**config.mk**
```make
export PLATFORM = sky130hd
export DESIGN_NAME = ptbp_port_ctrl
export DESIGN_NICKNAME = d
export VERILOG_FILES = /design/src/rtl/ptbp_port_ctrl.v /design/src/rtl/ptbp_sync.v /design/src/rtl/ptbp_detect.v
export VERILOG_INCLUDE_DIRS = /design/src /design/src/rtl
export SDC_FILE = /design/constraint.sdc
export NUM_CORES = 1
export LEC_CHECK = 0
export BUFFER_PORTS_ARGS = -buffer_cell sky130_fd_sc_hd__buf_2
export CORE_MARGIN = 8
export CORE_UTILIZATION = 58
export CTS_BUF_LIST = sky130_fd_sc_hd__clkbuf_8
export DETAILED_ROUTE_END_ITERATION = 10
export PLACE_DENSITY = 0.82
export SLEW_MARGIN = 20
export SYNTH_ARGS = -nofsm -noshare
export SYNTH_HDL_FRONTEND = slang
export SYNTH_HIERARCHICAL = 1
export SYNTH_SLANG_ARGS = --single-unit
```
**constraint.sdc**
```tcl
create_clock -name clk -period 1.75 [get_ports clk]
set_input_delay 0.35 -clock clk [delete_from_list [all_inputs] [get_ports clk]]
set_output_delay 0.35 -clock clk [all_outputs]
set_load 0.02 [all_outputs]
```
**src/rtl/ptbp_defines.vh**
```
// register map, field positions and reset values of the port pin control block
// Behaviour
// - pull bit 1 enables pin pull device
// - output pins never get a pull
// - pull-down only on selected rising-polarity irq pins
// - slew bit 1 enables output slew control
// - slew and drive ignored on input pins
// - drive bit selects low or high strength
// - flag set on detect, writes ignored
// - ack write clears flag, reads zero; in mode 1 an active selected level keeps the flag set
// - enable bit gates the interrupt request; masked sticky events bypass it
// - mode bit: edges only, or edges and levels
// - pin select bit enables pin as source
// - edge select 0: pull-up, falling or low
// - edge select 1: pull-down, rising or high
// - direction bit 1 makes pin an output
// - reset leaves pins input, pulls disabled
`ifndef PTBP_DEFINES_VH
`define PTBP_DEFINES_VH
`define PTBP_ADDR_W 3
`define PTBP_OFF_PULL 3'h0
`define PTBP_OFF_SLEW 3'h1
`define PTBP_OFF_DRIVE 3'h2
`define PTBP_OFF_SC 3'h3
`define PTBP_OFF_PSEL 3'h4
`define PTBP_OFF_ESEL 3'h5
`define PTBP_OFF_EVT 3'h6
`define PTBP_OFF_EVTMASK 3'h7
`define PTBP_SC_FLAG 3
`define PTBP_SC_ACK 2
`define PTBP_SC_IE 1
`define PTBP_SC_MODE 0
`define PTBP_EVT_DETECT 0
`define PTBP_EVT_ACK_HELD 1
`define PTBP_RST_PULL 8'h00
`define PTBP_RST_SLEW 8'h00
`define PTBP_RST_DRIVE 8'h00
`define PTBP_RST_SC 8'h00
`define PTBP_RST_PSEL 8'h00
`define PTBP_RST_ESEL 8'h00
`define PTBP_RST_EVT 2'h0
`define PTBP_RST_EVTMASK 2'h0
`endif

```
**src/rtl/ptbp_port_ctrl.v**
```verilog
// port pin control, pin interrupt logic and register slave
//
// The implementer's own choices: the strobed register port and the address map.
`timescale 1ns/1ns
`default_nettype none
`include "ptbp_defines.vh"
module ptbp_port_ctrl #(
    parameter WIDTH = 8,
    parameter [7:0] SLEW_RESET = `PTBP_RST_SLEW
) (
    input wire clk,
    input wire rst_n,
    input wire [2:0] reg_addr,
    input wire [7:0] reg_wdata,
    input wire reg_wr,
    input wire reg_rd,
    output reg [7:0] reg_rdata,
    input wire [WIDTH-1:0] pin_in,
    input wire [WIDTH-1:0] direction_bits,
    output reg [WIDTH-1:0] pull_up_en,
    output reg [WIDTH-1:0] pull_down_en,
    output reg [WIDTH-1:0] slew_en,
    output reg [WIDTH-1:0] drive_high,
    output reg irq
);
    function hit;
        input [2:0] addr;
        input [2:0] off;
        begin
            hit = (addr == off);
        end
    endfunction

    reg [WIDTH-1:0] pull_enable_bits;
    reg [WIDTH-1:0] slew_enable_bits;
    reg [WIDTH-1:0] drive_select_bits;
    reg [WIDTH-1:0] pin_irq_select_bits;
    reg [WIDTH-1:0] pin_edge_select_bits;
    reg pin_irq_flag;
    reg pin_irq_enable;
    reg pin_detect_mode;
    reg [1:0] evt_status;
    reg [1:0] evt_mask;
    reg [7:0] next_rdata;
    reg next_flag;
    reg [1:0] next_evt;
    wire [WIDTH-1:0] pin_sync;
    wire edge_hit;
    wire level_hit;
    wire wr_pull;
    wire wr_slew;
    wire wr_drive;
    wire wr_sc;
    wire wr_psel;
    wire wr_esel;
    wire wr_evtmask;
    wire rd_evt;
    wire ack_write;
    wire flag_set;
    wire flag_clear;
    wire ack_held;
    wire [WIDTH-1:0] is_input;
    wire [WIDTH-1:0] down_wanted;
    wire next_ie;
    wire [1:0] next_mask;

    assign wr_pull = reg_wr & hit(reg_addr, `PTBP_OFF_PULL);
    assign wr_slew = reg_wr & hit(reg_addr, `PTBP_OFF_SLEW);
    assign wr_drive = reg_wr & hit(reg_addr, `PTBP_OFF_DRIVE);
    assign wr_sc = reg_wr & hit(reg_addr, `PTBP_OFF_SC);
    assign wr_psel = reg_wr & hit(reg_addr, `PTBP_OFF_PSEL);
    assign wr_esel = reg_wr & hit(reg_addr, `PTBP_OFF_ESEL);
    assign wr_evtmask = reg_wr & hit(reg_addr, `PTBP_OFF_EVTMASK);
    assign rd_evt = reg_rd & hit(reg_addr, `PTBP_OFF_EVT);

    // pins come from outside the clock domain
    ptbp_sync #(
        .WIDTH(WIDTH)
    ) u_sync (
        .clk(clk),
        .rst_n(rst_n),
        .async_in(pin_in),
        .sync_out(pin_sync)
    );

    ptbp_detect #(
        .WIDTH(WIDTH)
    ) u_detect (
        .clk(clk),
        .rst_n(rst_n),
        .pin_level(pin_sync),
        .pin_irq_select_bits(pin_irq_select_bits),
        .pin_edge_select_bits(pin_edge_select_bits),
        .pin_detect_mode(pin_detect_mode),
        .edge_hit(edge_hit),
        .level_hit(level_hit)
    );

    // pull register
    always @(posedge clk or negedge rst_n) begin
        if (!rst_n) begin
            pull_enable_bits <= `PTBP_RST_PULL;
        end else if (wr_pull) begin
            pull_enable_bits <= reg_wdata[WIDTH-1:0];
        end
    end

    // reset value is a parameter: software must not rely on it
    always @(posedge clk or negedge rst_n) begin
        if (!rst_n) begin
            slew_enable_bits <= SLEW_RESET;
        end else if (wr_slew) begin
            slew_enable_bits <= reg_wdata[WIDTH-1:0];
        end
    end

    always @(posedge clk or negedge rst_n) begin
        if (!rst_n) begin
            drive_select_bits <= `PTBP_RST_DRIVE;
        end else if (wr_drive) begin
            drive_select_bits <= reg_wdata[WIDTH-1:0];
        end
    end

    always @(posedge clk or negedge rst_n) begin
        if (!rst_n) begin
            pin_irq_select_bits <= `PTBP_RST_PSEL;
        end else if (wr_psel) begin
            pin_irq_select_bits <= reg_wdata[WIDTH-1:0];
        end
    end

    always @(posedge clk or negedge rst_n) begin
        if (!rst_n) begin
            pin_edge_select_bits <= `PTBP_RST_ESEL;
        end else if (wr_esel) begin
            pin_edge_select_bits <= reg_wdata[WIDTH-1:0];
        end
    end

    // control bits of the status and control register
    always @(posedge clk or negedge rst_n) begin
        if (!rst_n) begin
            pin_irq_enable <= 1'b0;
            pin_detect_mode <= 1'b0;
        end else if (wr_sc) begin
            pin_irq_enable <= reg_wdata[`PTBP_SC_IE];
            pin_detect_mode <= reg_wdata[`PTBP_SC_MODE];
        end
    end

    // acknowledge is a write-only strobe, never stored
    assign ack_write = wr_sc & reg_wdata[`PTBP_SC_ACK];
    assign flag_set = edge_hit | level_hit;
    // in level mode an active level keeps the flag up
    assign ack_held = ack_write & level_hit;
    assign flag_clear = ack_write & ~level_hit;

    // set wins over the ack so a coincident event is kept
    always @* begin
        next_flag = pin_irq_flag;
        if (flag_clear) begin
            next_flag = 1'b0;
        end
        if (flag_set) begin
            next_flag = 1'b1;
        end
    end

    // written data never reaches the flag itself
    always @(posedge clk or negedge rst_n) begin
        if (!rst_n) begin
            pin_irq_flag <= 1'b0;
        end else begin
            pin_irq_flag <= next_flag;
        end
    end

    // sticky events, cleared by reading them; a new event wins
    always @* begin
        next_evt = evt_status;
        if (rd_evt) begin
            next_evt = 2'h0;
        end
        if (flag_set) begin
            next_evt[`PTBP_EVT_DETECT] = 1'b1;
        end
        if (ack_held) begin
            next_evt[`PTBP_EVT_ACK_HELD] = 1'b1;
        end
    end

    always @(posedge clk or negedge rst_n) begin
        if (!rst_n) begin
            evt_status <= `PTBP_RST_EVT;
            evt_mask <= `PTBP_RST_EVTMASK;
        end else begin
            evt_status <= next_evt;
            if (wr_evtmask) begin
                evt_mask <= reg_wdata[1:0];
            end
        end
    end

    // read data, one cycle after the strobe, zero otherwise
    always @* begin
        next_rdata = 8'h00;
        if (reg_rd) begin
            case (reg_addr)
                `PTBP_OFF_PULL: begin
                    next_rdata = pull_enable_bits;
                end
                `PTBP_OFF_SLEW: begin
                    next_rdata = slew_enable_bits;
                end
                `PTBP_OFF_DRIVE: begin
                    next_rdata = drive_select_bits;
                end
                `PTBP_OFF_SC: begin
                    // ack and upper bits read zero
                    next_rdata[`PTBP_SC_FLAG] = pin_irq_flag;
                    next_rdata[`PTBP_SC_IE] = pin_irq_enable;
                    next_rdata[`PTBP_SC_MODE] = pin_detect_mode;
                end
                `PTBP_OFF_PSEL: begin
                    next_rdata = pin_irq_select_bits;
                end
                `PTBP_OFF_ESEL: begin
                    next_rdata = pin_edge_select_bits;
                end
                `PTBP_OFF_EVT: begin
                    next_rdata[1:0] = evt_status;
                end
                `PTBP_OFF_EVTMASK: begin
                    next_rdata[1:0] = evt_mask;
                end
                default: begin
                    next_rdata = 8'h00;
                end
            endcase
        end
    end

    always @(posedge clk or negedge rst_n) begin
        if (!rst_n) begin
            reg_rdata <= 8'h00;
        end else begin
            reg_rdata <= next_rdata;
        end
    end

    // pad controls; direction 1 means driver on
    assign is_input = ~direction_bits;
    // pull-down only for a selected pin with rising/high polarity
    assign down_wanted = pin_irq_select_bits & pin_edge_select_bits;

    // outputs registered, so pad settings lag the registers by a cycle
    always @(posedge clk or negedge rst_n) begin
        if (!rst_n) begin
            pull_up_en <= {WIDTH{1'b0}};
            pull_down_en <= {WIDTH{1'b0}};
            slew_en <= {WIDTH{1'b0}};
            drive_high <= {WIDTH{1'b0}};
        end else begin
            // outputs never see a pull
            pull_up_en <= pull_enable_bits & is_input & ~down_wanted;
            pull_down_en <= pull_enable_bits & is_input & down_wanted;
            // inputs ignore slew and drive
            slew_en <= slew_enable_bits & direction_bits;
            drive_high <= drive_select_bits & direction_bits;
        end
    end

    // next values, so the request moves in the same cycle as the registers
    assign next_ie = wr_sc ? reg_wdata[`PTBP_SC_IE] : pin_irq_enable;
    assign next_mask = wr_evtmask ? reg_wdata[1:0] : evt_mask;

    // request follows flag and enable; event mask adds the sticky events
    always @(posedge clk or negedge rst_n) begin
        if (!rst_n) begin
            irq <= 1'b0;
        end else begin
            irq <= (next_flag & next_ie) | (|(next_evt & next_mask));
        end
    end
endmodule // ptbp_port_ctrl
`default_nettype wire

```
**src/rtl/ptbp_sync.v**
```verilog
// two-stage synchroniser for the pin levels
`timescale 1ns/1ns
`default_nettype none
module ptbp_sync #(
    parameter WIDTH = 8
) (
    input wire clk,
    input wire rst_n,
    input wire [WIDTH-1:0] async_in,
    output reg [WIDTH-1:0] sync_out
);
    reg [WIDTH-1:0] stage1;

    // stage1 feeds only stage two, nothing else looks at it
    always @(posedge clk or negedge rst_n) begin
        if (!rst_n) begin
            stage1 <= {WIDTH{1'b0}};
            sync_out <= {WIDTH{1'b0}};
        end else begin
            stage1 <= async_in;
            sync_out <= stage1;
        end
    end
endmodule // ptbp_sync
`default_nettype wire

```
**src/rtl/ptbp_detect.v**
```verilog
// per-pin edge and level detection for the port interrupt
`timescale 1ns/1ns
`default_nettype none
module ptbp_detect #(
    parameter WIDTH = 8
) (
    input wire clk,
    input wire rst_n,
    input wire [WIDTH-1:0] pin_level,
    input wire [WIDTH-1:0] pin_irq_select_bits,
    input wire [WIDTH-1:0] pin_edge_select_bits,
    input wire pin_detect_mode,
    output wire edge_hit,
    output wire level_hit
);
    reg [WIDTH-1:0] prev_level;
    wire [WIDTH-1:0] rise;
    wire [WIDTH-1:0] fall;
    wire [WIDTH-1:0] edge_sel;
    wire [WIDTH-1:0] level_sel;

    // prev reset low: a pin already high at release shows a rise once it has
    // passed the synchroniser; first sample is taken right after reset
    always @(posedge clk or negedge rst_n) begin
        if (!rst_n) begin
            prev_level <= {WIDTH{1'b0}};
        end else begin
            prev_level <= pin_level;
        end
    end

    assign rise = pin_level & ~prev_level;
    assign fall = ~pin_level & prev_level;
    // polarity from the edge select bits
    assign edge_sel = (pin_edge_select_bits & rise) | (~pin_edge_select_bits & fall);
    assign level_sel = (pin_edge_select_bits & pin_level) | (~pin_edge_select_bits & ~pin_level);
    // unselected pins contribute nothing
    assign edge_hit = |(pin_irq_select_bits & edge_sel);
    // levels count only in mode 1
    assign level_hit = pin_detect_mode & (|(pin_irq_select_bits & level_sel));
endmodule // ptbp_detect
`default_nettype wire

```
# Word level (Yosys, flattened, before mapping)
# Index checks and enable logic that the tools add are counted.
word_totals:
  out_inout_bits: 41
  in_bits: 31
  word_cells: 80
  ff_bits: 112
op_classes:
  eq_ne: 7
  mux: 12
  n_bitwise: 38
  reduce_logical: 4
ops:
  columns: ["cell", "count"]
  rows:
  - ["$and 8x8->8", 14]
  - ["$not 8->8", 5]
  - ["$pmux 4 s5", 1]
  - ["$or 8x8->8", 2]
  - ["$pmux 2 s8", 1]
  - ["$reduce_or 8->1", 2]
  - ["$and 1x1->1", 13]
  - ["$eq 3x3->1 const B", 4]
  - ["$mux 8", 1]
  - ["$eq 3x2->1 const B", 2]
  - ["$pmux 1 s6", 1]
  - ["$mux 1", 5]
  - ["$pmux 1 s5", 1]
  - ["$mux 2", 2]
  - ["$eq 3x1->1 const B", 1]
  - ["$logic_not 3->1", 1]
  - ["$and 2x2->2", 1]
  - ["$or 1x1->1", 2]
  - ["$reduce_or 2->1", 1]
  - ["$not 1->1", 1]

# Longest topological paths before layout
# Gate-level depths: netlist of run 1.
depth:
  word_depth: 12
  ltp_mapped: 7
  depth_no_buf: 7

# Modules after synthesis
# The synthesis of run 1 kept the hierarchy.
by_module_without_submodules:
  columns: ["mod", "area_per_inst_um2", "cells_each", "n_inst", "seq_area_each_um2"]
  rows:
  - ["ptbp_port_ctrl", 3530.9, 244, 1, 2202.1]
  - ["ptbp_detect", 479.2, 51, 1, 200.2]
  - ["ptbp_sync", 400.4, 16, 1, 400.4]

# Least setup slack after synthesis of run 1
# Ideal clock, no wire load.
synth_path:
  path_type: "flip-flop to flip-flop"
  startpoint: "register pin_edge_select_bits[7]"
  endpoint: "register irq"
  arrival_ps: 1508
  required_time_ps: 1624
  path_slack_ps: 116
  stages_incl_launch_ff: 6
  setup_ps: 126
  path_cell_list: "dfrtp_1 > xnor2_1 > a22oi_1 > a41oi_1 > a211o_1 > a221o_1"
synth_via:
  elab_chain_len: 12
  elab_cells_between_ends: 24
  classes_between: "mux (4); bitwise (17); reduce/logical (3)"
synth_lines:
  columns: ["item", "line_no", "text"]
  rows:
  - ["start: declaration", "ptbp_port_ctrl.v:38", "reg [WIDTH-1:0] pin_edge_select_bits;"]
  - ["start signal: assignment", "ptbp_port_ctrl.v:135", "pin_edge_select_bits <= `PTBP_RST_ESEL;"]
  - ["start signal: assignment", "ptbp_port_ctrl.v:137", "pin_edge_select_bits <= reg_wdata[WIDTH-1:0];"]
  - ["$not 8->8", "ptbp_detect.v:36", "assign level_sel = (pin_edge_select_bits & pin_level) | (~pin_edge_select_bits & ~pin_level);"]
  - ["$and 8x8->8", "ptbp_detect.v:36", null]
  - ["$or 8x8->8 (*)", "ptbp_detect.v:36", null]
  - ["$and 8x8->8 (*)", "ptbp_detect.v:40", "assign level_hit = pin_detect_mode & (|(pin_irq_select_bits & level_sel));"]
  - ["$reduce_or 8->1 (*)", "ptbp_detect.v:40", null]
  - ["$and 1x1->1 (*)", "ptbp_detect.v:40", null]
  - ["net level_hit", "ptbp_port_ctrl.v:49", "wire level_hit;"]
  - ["$not 1->1", "ptbp_port_ctrl.v:157", "assign flag_clear = ack_write & ~level_hit;"]
  - ["$and 1x1->1", "ptbp_port_ctrl.v:157", null]
  - ["$mux 1", "ptbp_port_ctrl.v:162", "if (flag_clear) begin"]
  - ["$mux 1 (*)", "ptbp_port_ctrl.v:165", "if (flag_set) begin"]
  - ["net next_flag", "ptbp_port_ctrl.v:45", "reg next_flag;"]
  - ["$and 1x1->1 (*)", "ptbp_port_ctrl.v:283", "irq <= (next_flag & next_ie) | (|(next_evt & next_mask));"]
  - ["$or 1x1->1 (*)", "ptbp_port_ctrl.v:283", null]
  - ["end signal: assignment", "ptbp_port_ctrl.v:283", null]
  - ["end: declaration", "ptbp_port_ctrl.v:24", "output reg irq"]
# The timed path passes the listed nets; every way through them passes the cells marked *.
# A chain may end at the register's enable or synchronous reset.

# Worst setup path after layout of run 1
layout_path:
  startpoint: "register pin_edge_select_bits[0]"
  endpoint: "register irq"
layout_via:
  elab_cells_between_ends: 24
  classes_between: "mux (4); bitwise (17); reduce/logical (3)"
layout_lines:
  columns: ["item", "line_no", "text"]
  rows:
  - ["$not 8->8", "ptbp_detect.v:35", "assign edge_sel = (pin_edge_select_bits & rise) | (~pin_edge_select_bits & fall);"]
  - ["$and 8x8->8", "ptbp_detect.v:35", null]
  - ["$or 8x8->8 (*)", "ptbp_detect.v:35", null]
  - ["$and 8x8->8 (*)", "ptbp_detect.v:38", "assign edge_hit = |(pin_irq_select_bits & edge_sel);"]
  - ["$reduce_or 8->1 (*)", "ptbp_detect.v:38", null]
  - ["net edge_hit", "ptbp_port_ctrl.v:48", "wire edge_hit;"]
  - ["$or 1x1->1 (*)", "ptbp_port_ctrl.v:154", "assign flag_set = edge_hit | level_hit;"]
  - ["$mux 1 (*)", "ptbp_port_ctrl.v:185", "if (flag_set) begin"]
  - ["net next_evt[0]", "ptbp_port_ctrl.v:46", "reg [1:0] next_evt;"]
  - ["$and 2x2->2 (*)", "ptbp_port_ctrl.v:283", null]
  - ["$reduce_or 2->1 (*)", "ptbp_port_ctrl.v:283", null]
  - ["$or 1x1->1 (*)", "ptbp_port_ctrl.v:283", null]
# Marked as above.

==> results of run 1 <==
-- critical path, stage by stage, from the launching register on --
cell and delay, ns:
dfrtp_1 0.43, nand2_1 0.10, o22ai_1 0.09, a22oi_1 0.23, nand4_1 0.16, a211o_1 0.30
and2_1 0.14, a221o_1 0.26
-- power breakdown --
group	switching, uW	total [uW]	leakage (uW)	internal (uW)
sequential	303	3260	0.00138	2960
clock	822	1370	0.0000841	547
combinational	630	1270	0.00107	644
total	1760	5900	0.00253	4150
-- flip-flops by register name, indices dropped and copies added (netlist names), 8 cells and up --
| register | count |
|---|---|
| drive_high | 8 |
| drive_select_bits | 8 |
| pin_edge_select_bits | 8 |
| pin_irq_select_bits | 8 |
| pull_down_en | 8 |
| pull_enable_bits | 8 |
| pull_up_en | 8 |
| reg_rdata | 8 |
| slew_en | 8 |
| slew_enable_bits | 8 |
| u_detect/prev_level | 8 |
| u_sync/stage1 | 8 |
| u_sync/sync_out | 8 |
-- synthesized netlist by cell type --
cell      number
dfrtp_1      112
xnor2_1        8
o211ai_1       1
a21oi_1        8
buf_6          1
buf_4          1
nand4b_1       3
a211o_1        2
and4b_1        1
nor3b_2        2
mux4_2         9
nand3b_1       1
nand2_1       25
inv_1          1
a41oi_1        1
a32o_1         1
a21boi_0       5
mux2_2        42
a22oi_1        8
mux2i_1        4
nand3_1        5
nand2b_4       1
o22ai_1        9
clkbuf_1       1
o211a_1        1
nor2b_1        2
buf_2          4
and2_1        17
nand4_1        2
a221o_1        1
nor2_1         9
nor3_2         2
nand2b_1      21
-- placed cells by master (no fill, tap or decap), types with 4 or more instances in the layout --
cell type	netlist	routed
a22oi_1	8	5
xnor2_1	8	8
o22ai_1	9	8
nand3_1	5	5
and2_1	17	17
nand2b_1	21	19
mux2i_1	4	4
a21boi_0	5	5
clkbuf_8	0	10
buf_4	1	35
mux2_2	42	42
nor2_1	9	9
dfrtp_1	112	112
mux4_2	9	9
buf_2	4	70
a21oi_1	8	8
nand2_1	25	25
-- layer usage --
layer | part of all wire | up-vias | global-route usage
li1 | - | 1328 | -
met1 | 0.39 | 1521 | 0.2474
met2 | 0.52 | 107 | 0.3400
met3 | 0.073 | 11 | 0.04685
met4 | 0.0096 | 0 | 0.07341
met5 | 0 | - | 0
-- worst max path at each step --
stage / end / cells after the start / from / slack [ns]
after detailed placement: irq / 7 / u_sync/sync_out[3] / -0.06
final: irq / 7 / pin_edge_select_bits[0] / -0.07
after CTS: irq / 6 / pin_edge_select_bits[3] / -0.05
after floorplan: irq / 5 / pin_edge_select_bits[7] / 0.12
after global placement: irq / 7 / u_sync/sync_out[3] / -0.003
after global routing: irq / 7 / u_sync/sync_out[3] / -0.12
-- final cells by class --
class                           count  area, um^2
Inverter                            1       3.754
Multi-Input combinational cell    191        1605
Fill cell                         514        2153
Clock buffer                       10       137.6
Timing Repair Buffer              108       663.1
Tap cell                          102       127.6
Clock inverter                      5       33.78
Sequential cell                   112        2803
-- cell families after synthesis --
family / count (synthesis) / synth area share
compound gates: 37 / 0.05844
xor+xnor: 8 / 0.01589
buf+inv: 8 / 0.01050
flops: 112 / 0.6355
mux: 55 / 0.1623
simple gates: 91 / 0.1174
-- through the flow --
| step | worst slack (ns) | utilization |
|---|---|---|
| 2_1_floorplan | 0.1161 | - |
| 3_3_place_gp | -0.003000 | 0.6790 |
| 3_5_place_dp | -0.06306 | 0.6790 |
| 4_1_cts | -0.04842 | 0.7058 |
| 5_1_grt | -0.1158 | 0.7139 |
| 6_report | -0.06897 | 0.7139 |
-- repair_timing --
action                                 CTS  global route
endpoints found under the hold margin   21             0
resized for setup                        2             5
setup buffers                            1             4
hold buffers                             1             0
pin swaps                                5             8
setup endpoints to repair                1             1
==> results_dict.tcl, run 1 <==
set metrics [dict create \
    route.detailed.drc 0 \
    cts_tree "yes" \
    finalNetCount 454 \
    synth_top_area_share 0.6355 \
    status "finished with violations" \
    ys_ff_latch 112 \
    clk_latency_ns 0.36 \
    power_uw 5903 \
    gp_congestion 0.8898 \
    placed_area_mm2 0.005111 \
    die_y_um 103.2 \
    clock_skew_ns 0.01084 \
    start_util 0.5859 \
    grt-ovfl-total 0 \
    hold_path_class "input port to flip-flop" \
    synth_area_mm2 0.004410 \
    antenna_found_initial 0 \
    finalSetupViolCount 1 \
    cts_made_buffers 9 \
    final_cell_area_mm2 0.005374 \
    vias_per_cell 5.609 \
    criticalPathCategory "flip-flop to flip-flop" \
    grt_use_total 0.2012 \
    hpwlAfterDp_um 7266 \
    setup_tns_ns -0.06897 \
    syn_inst 311 \
    area_growth_syn_to_layout_pct 21.84 \
    clk_pin_slew_ns 0.10 \
    hold_path_end "u_sync/stage1[5]" \
    rr_worst_depth 7 \
    antennaDiodeCount 0 \
    cts-root-buf "clkbuf_8" \
    die_x_um 103.2 \
    period_share 1.039 \
    worst_slack_ns -0.06897 \
    fin_cells 529 \
    fmax_mhz 549.8 \
    r2r-start "pin_edge_select_bits[0]" \
    required_ns 2.00 \
    ant_nets 0 \
    placedCellCount 508 \
    max-clock-path-buffers 2 \
    synthTopCellsByArea "dfrtp_1 64%, mux2_2 11%, mux4_2 4.6%" \
    crit_path_start_kind "flip-flop" \
    ios 72 \
    port_buffers 71 \
    core-area_mm2 0.007527 \
    powerDensity_mw_per_mm2 1098 \
    leakage_uw 0.002534 \
    grt_pass1_vias 3135 \
    cts_sinks 112 \
    whs_path_depth 1 \
    hold_start "pin_in[5]" \
    fp-row-count 32 \
    ys_types 33 \
    grt_max_degree 48 \
    r2r_slack_ns -0.07 \
    avgSynthCellArea_um2 14.18 \
    htree_levels 3 \
    cp_data_arrival_time_ns 2.07 \
    totalWireLength_um 10090 \
    hold_viol 0 \
    vias 2967 \
    vdd_drop_max_uv 615.2 \
    slew_violations 0 \
    timing.rr.end "irq" \
    yosysWarnings 6 \
    syn_nets 342 \
    grt_pass1_wl_um 16070 \
    yosysSeqAreaShare 0.6355 \
    violations "setup timing" \
    drt_iter0_markers 154 \
    end_kind "flip-flop" \
    post-route-min-period_ns 1.819 \
    fin_worst_hold_slack_ns 0.08476 \
    fp.dieArea_mm2 0.01065 \
    max-cap-violations 0 \
    rsz0062_at_grt "yes" \
    tightest_slew_ns 0.4094 \
    yosys.area.top_type "dfrtp_1" \
    post_drt_wl_per_cell_um 19.07 \
    dr.pass1.iters 4 \
    layout-drive-gt1-share 0.4333 \
    slew_headroom 0.7259 \
    cp_max_fo 4 \
]
Power figures use the tool's default switching activity.
==> inputs of run 2 (changes only) <==
clock period = 1.9 ns   (was 1.75 ns; I/O delays follow)
==> run 2 against run 1 <==
  * The flow now finishes without violations
  * First-iteration DRC count rose by 1.9%
  * Clock power increased by 3%
  * Fmax decreased by 2.7%
  * Setup slack improved by 0.099 ns
  * Highest routed layer unchanged
==> results_dict.tcl, run 2 (synthesis gave the netlist of run 1 again) <==
set metrics [dict create \
    antenna_found_initial 0 \
    required_ns 2.16 \
    grt-ovfl-total 0 \
    slew_violations 0 \
    grt_pass1_wl_um 15780 \
    placed_area_mm2 0.005041 \
    dr.pass1.iters 4 \
    layout-drive-gt1-share 0.4391 \
    hold_path_class "input port to flip-flop" \
    r2r-start "pin_edge_select_bits[3]" \
    final_cell_area_mm2 0.005343 \
    hold_viol 0 \
    antennaDiodeCount 0 \
    fp.dieArea_mm2 0.01065 \
    placedCellCount 497 \
    vdd_drop_max_uv 605.6 \
    cp_max_fo 5 \
    cts_tree "yes" \
    clk_pin_slew_ns 0.11 \
    die_x_um 103.2 \
    status "completed" \
    timing.rr.end "irq" \
    drt_iter0_markers 157 \
    route.detailed.drc 0 \
    r2r_slack_ns 0.03 \
    grt_max_degree 45 \
    die_y_um 103.2 \
    clk_latency_ns 0.37 \
    cts_sinks 112 \
    totalWireLength_um 10070 \
    max-cap-violations 0 \
    ant_nets 0 \
    port_buffers 71 \
    fmax_mhz 534.7 \
    vias_per_cell 5.655 \
    finalSetupViolCount 0 \
    max-clock-path-buffers 2 \
    gp_congestion 0.8980 \
    leakage_uw 0.002495 \
    cp_data_arrival_time_ns 2.13 \
    fin_util 0.7098 \
    fin_cells 521 \
    grt_pass1_vias 3105 \
    criticalPathCategory "flip-flop to flip-flop" \
    final_cell_mix "104 x dfrtp_1, 70 x buf_2, 42 x mux2_2, 25 x nand2_1, 25 x buf_4" \
    post_drt_wl_per_cell_um 19.33 \
    cts-root-buf "clkbuf_8" \
    cts_made_buffers 9 \
    layout_commonest_cell "dfrtp_1" \
    hold_path_end "u_sync/stage1[5]" \
    slew_headroom 0.7342 \
    dp_slack_ns -0.0006861 \
    worst_slack_ns 0.02979 \
    area_growth_syn_to_layout_pct 21.13 \
    period_share 0.9843 \
    start_util 0.5859 \
    post-route-min-period_ns 1.870 \
    hold_start "pin_in[5]" \
    vias 2946 \
    ios 72 \
    grt_use_total 0.1981 \
    fp-row-count 32 \
    finalNetCount 445 \
    end_kind "flip-flop" \
    htree_levels 3 \
    fin_worst_hold_slack_ns 0.1038 \
    whs_path_depth 1 \
    clock_skew_ns 0.009021 \
    rr_worst_depth 6 \
    powerDensity_mw_per_mm2 1041 \
    hpwlAfterDp_um 7073 \
    core-area_mm2 0.007527 \
    tightest_slew_ns 0.3987 \
    crit_path_start_kind "flip-flop" \
]
run 2: cell type report:
| type | count | area, um^2 |
|---|---|---|
| Multi-Input combinational cell | 191 | 1597 |
| Fill cell | 514 | 2185 |
| Inverter | 1 | 3.754 |
| Clock inverter | 7 | 70.07 |
| Timing Repair Buffer | 99 | 608.1 |
| Sequential cell | 112 | 2813 |
| Tap cell | 102 | 127.6 |
| Clock buffer | 9 | 123.9 |
run 2: worst max-delay path by stage:
stage	endpoint	cells past startpoint	slack (ns)	start
CTS	irq	7	0.02	pin_edge_select_bits[2]
global placement	irq	7	0.13	pin_edge_select_bits[2]
finish	irq	6	0.03	pin_edge_select_bits[3]
detailed placement	irq	7	-0.0007	pin_edge_select_bits[0]
global route	irq	6	-0.01	pin_edge_select_bits[3]
floorplan	pin_irq_select_bits[0]	4	0.25	reg_addr[0]
run 2: metal layers:
| metal | global-route usage | vias to the layer above | wire length [um] |
|---|---|---|---|
| met5 | 0 | - | 0 |
| met4 | 0.08676 | 0 | 265 |
| met3 | 0.04552 | 21 | 683 |
| met2 | 0.3310 | 114 | 5093 |
| met1 | 0.2419 | 1502 | 4028 |
| li1 | - | 1309 | - |
run 2: timing repair:
action	4_1_cts	5_1_grt
endpoints found under the setup margin	1	1
cloned	0	0
hold buffers	1	0
setup buffers	0	7
pin swaps	0	4
endpoints found under the hold margin	29	0
resized for setup	1	13
run 2: report_power, final:
part           switching, uW  internal [uW]  total, uW
Clock                    801            613       1410
Combinational            562            562       1120
Sequential               292           2730       3020
Total                   1660           3910       5560
run 2: worst max-delay path: stages (launching register included):
cell	delay, ns
dfrtp_2	0.46
xnor2_1	0.14
a22oi_1	0.24
a41oi_2	0.18
a211o_1	0.32
and2_1	0.14
a221o_1	0.27
run 2: through the flow:
stage | setup TNS, ns | power (uW)
2_1_floorplan | 0 | 3662
3_3_place_gp | 0 | 4035
3_5_place_dp | -0.0006861 | 4098
4_1_cts | 0 | 5499
5_1_grt | -0.01197 | 5796
6_report | 0 | 5561
==> inputs of run 3 (changes only) <==
ABC_AREA = 1   (was not set)
CORE_UTILIZATION = 60   (was 58)
PLACE_DENSITY = 0.84   (was 0.82)
REMOVE_ABC_BUFFERS = 1   (was not set)
clock period = 2.33 ns   (was 1.9 ns; I/O delays follow)
==> run 3 against run 2 <==
  * Hold slack gained 0.083 ns
  * Sequential share of layout area up 0.21 points
  * Setup slack better by 0.68 ns
  * Count of clock-buffer cells in the layout increased by 2
  * Critical path depth is 4 higher
  * Power is 24% lower
  * Via count is 21% higher
  * Non-clock buffer count fell by 25
  * Synthesized area rose by 6.4%
  * Fmax increased by 16%
  * Synthesized cell count grew 61%
  * Largest cell class unchanged
==> results_dict.tcl, run 3 <==
set metrics [dict create \
    cts_tree "yes" \
    ys.flop_type "dfrtp_1" \
    path_common_cell "nand2_1" \
    core-area_mm2 0.007647 \
    rr_worst_depth 10 \
    required_ns 2.60 \
    hpwlAfterDp_um 7370 \
    switching_power_uw 1334 \
    layout_commonest_cell "nand2_1" \
    ys_ff_latch 112 \
    synthArstFlopShare 1.000 \
    vdd_drop_max_uv 435.4 \
    vias_per_cell 5.227 \
    post_cts_buffers 0 \
    start_util 0.6135 \
    cp_data_arrival_time_ns 1.88 \
    syn_inst 500 \
    r2r_slack_ns 0.71 \
    slew_violations 0 \
    clock_skew_ns 0.01139 \
    clk_pin_slew_ns 0.10 \
    cts_made_buffers 9 \
    tightest_slew_ns 0.4246 \
    avgSynthCellArea_um2 9.384 \
    critical_path_buf_inv_count 1 \
    grt_max_degree 58 \
    ios 72 \
    port_buffers 71 \
    synth_edf_count 0 \
    grt-ovfl-total 0 \
    fp.dieArea_mm2 0.01091 \
    path_cells "inv_1 -> nand2_1 -> nand3_1 -> nand2_1 -> nor2_1 -> a21oi_2 -> nor2_1 -> nand2_1 -> nand2_1 -> nand3_1" \
    fp-row-count 32 \
    powerDensity_mw_per_mm2 796.1 \
    area_growth_syn_to_layout_pct 13.01 \
    switching_share 0.3161 \
    antenna_found_initial 0 \
    setup_tns_ns 0 \
    cp_max_fo 6 \
    synth_top_area_share 0.5973 \
    whs_path_depth 1 \
    clk_latency_ns 0.37 \
    htree_levels 3 \
    antennaDiodeCount 0 \
    cts_sinks 112 \
    slew_headroom 0.7159 \
    clkPwrFrac 0.256 \
    end_kind "flip-flop" \
    drt_iter0_markers 245 \
    grt_use_total 0.1997 \
    synthTopCellsByArea "dfrtp_1 60%, nand2_1 14%, o21ai_2 6.0%" \
    p_seq_frac 0.566 \
    vias 3570 \
    finalSetupViolCount 0 \
    status "completed" \
    crit_family "simple AND/OR/NAND/NOR gates" \
    synthTopCellsByCount "174 x nand2_1, 112 x dfrtp_1, 53 x inv_1" \
    ys_types 24 \
    crit_cells 10 \
    crit_slowest_cell "dfrtp_1" \
    die_x_um 104.4 \
    synth_area_mm2 0.004692 \
    route.detailed.drc 0 \
    grt_pass1_vias 3610 \
    leakage_uw 0.002946 \
    hold_viol 0 \
    crit_path_start_kind "flip-flop" \
    ant_nets 0 \
    criticalPathCategory "flip-flop to flip-flop" \
    yosys.area.top_type "dfrtp_1" \
    placed_area_mm2 0.005110 \
    rsz0062_at_grt "no" \
    grt_pass1_wl_um 17540 \
    comb_power_share 0.179 \
    ctsResizeCount 0 \
    yosysSeqAreaShare 0.5973 \
    post-route-min-period_ns 1.617 \
    period_share 0.6938 \
    post_drt_wl_per_cell_um 15.21 \
    gp_congestion 0.8701 \
    yosysWarnings 6 \
    dr.pass1.iters 5 \
    cts-root-buf "clkbuf_8" \
    internal-power_uw 2887 \
    max-clock-path-buffers 2 \
    die_y_um 104.4 \
    final_cell_mix "174 x nand2_1, 112 x dfrtp_1, 70 x buf_2, 55 x inv_1, 32 x o21ai_2" \
    max-cap-violations 0 \
    totalWireLength_um 10390 \
    fmax_mhz 618.6 \
    layout-drive-gt1-share 0.2478 \
    hold_path_class "input port to flip-flop" \
    finalNetCount 607 \
    yosysMostFrequentCell "nand2_1" \
    critPathMaxStageDelay_ns 0.46 \
    final_cell_area_mm2 0.005303 \
]
## run 3: logic make-up (layout without fill, tap and decap cells)
family | after synthesis | in the layout | share of synthesized area
AOI/OAI and AO/OA | 63 | 63 | 0.09360
buffers and inverters | 67 | 148 | 0.06773
DFF | 112 | 112 | 0.5973
and+or+nand+nor | 258 | 258 | 0.2413
## run 3: power by group through the flow
stage	Clock (uW)	Sequential, uW	Combinational [uW]
floorplan	0	2440	408
global placement	0	2410	719
detailed placement	0	2420	750
CTS	1090	2380	759
global route	1180	2420	849
finish	1080	2390	754
## run 3: routing by layer
layer	vias up	track usage	part of all wire
li1	1718	-	-
met1	1695	0.2476	0.43
met2	139	0.3256	0.48
met3	18	0.04709	0.069
met4	0	0.08687	0.021
met5	-	0	0
## run 3: metrics by stage
step           cells  setup WS, ns  hold slack (ns)  total power (uW)    util
3_5_place_dp     666        0.4917           0.3347              3166  0.6682
4_1_cts          683        0.7230           0.1792              4228  0.6934
5_1_grt          683        0.5606           0.1734              4448  0.6934
2_1_floorplan    491         1.055           0.1704              2853       -
3_3_place_gp     666        0.5812           0.3321              3125  0.6682
6_report         683        0.7134           0.1865              4222  0.6934
## run 3: worst paths after layout
path | startpoint | endpoint
min in group asynchronous | rst_n | u_sync/stage1[5]
worst max register to register | pin_edge_select_bits[6] | irq
worst max-delay path | pin_edge_select_bits[6] | irq
worst min-delay path | pin_in[2] | u_sync/stage1[2]
max in group asynchronous | rst_n | u_detect/prev_level[1]
worst min register to register | u_sync/stage1[4] | u_sync/sync_out[4]
## run 3: layout make-up
cell class / instances / area, um^2
clock inverter: 5 / 31.28
sequential: 112 / 2803
multi-input combinational: 321 / 1572
clock buffer: 11 / 151.4
fill: 629 / 2345
inverter: 58 / 222.7
tap: 102 / 127.6
timing repair buffer: 74 / 395.4
## run 3: repair_timing
item                                   4_1_cts  5_1_grt
hold buffers                                 1        0
endpoints found under the hold margin        3        0
setup endpoints to repair                    0        0
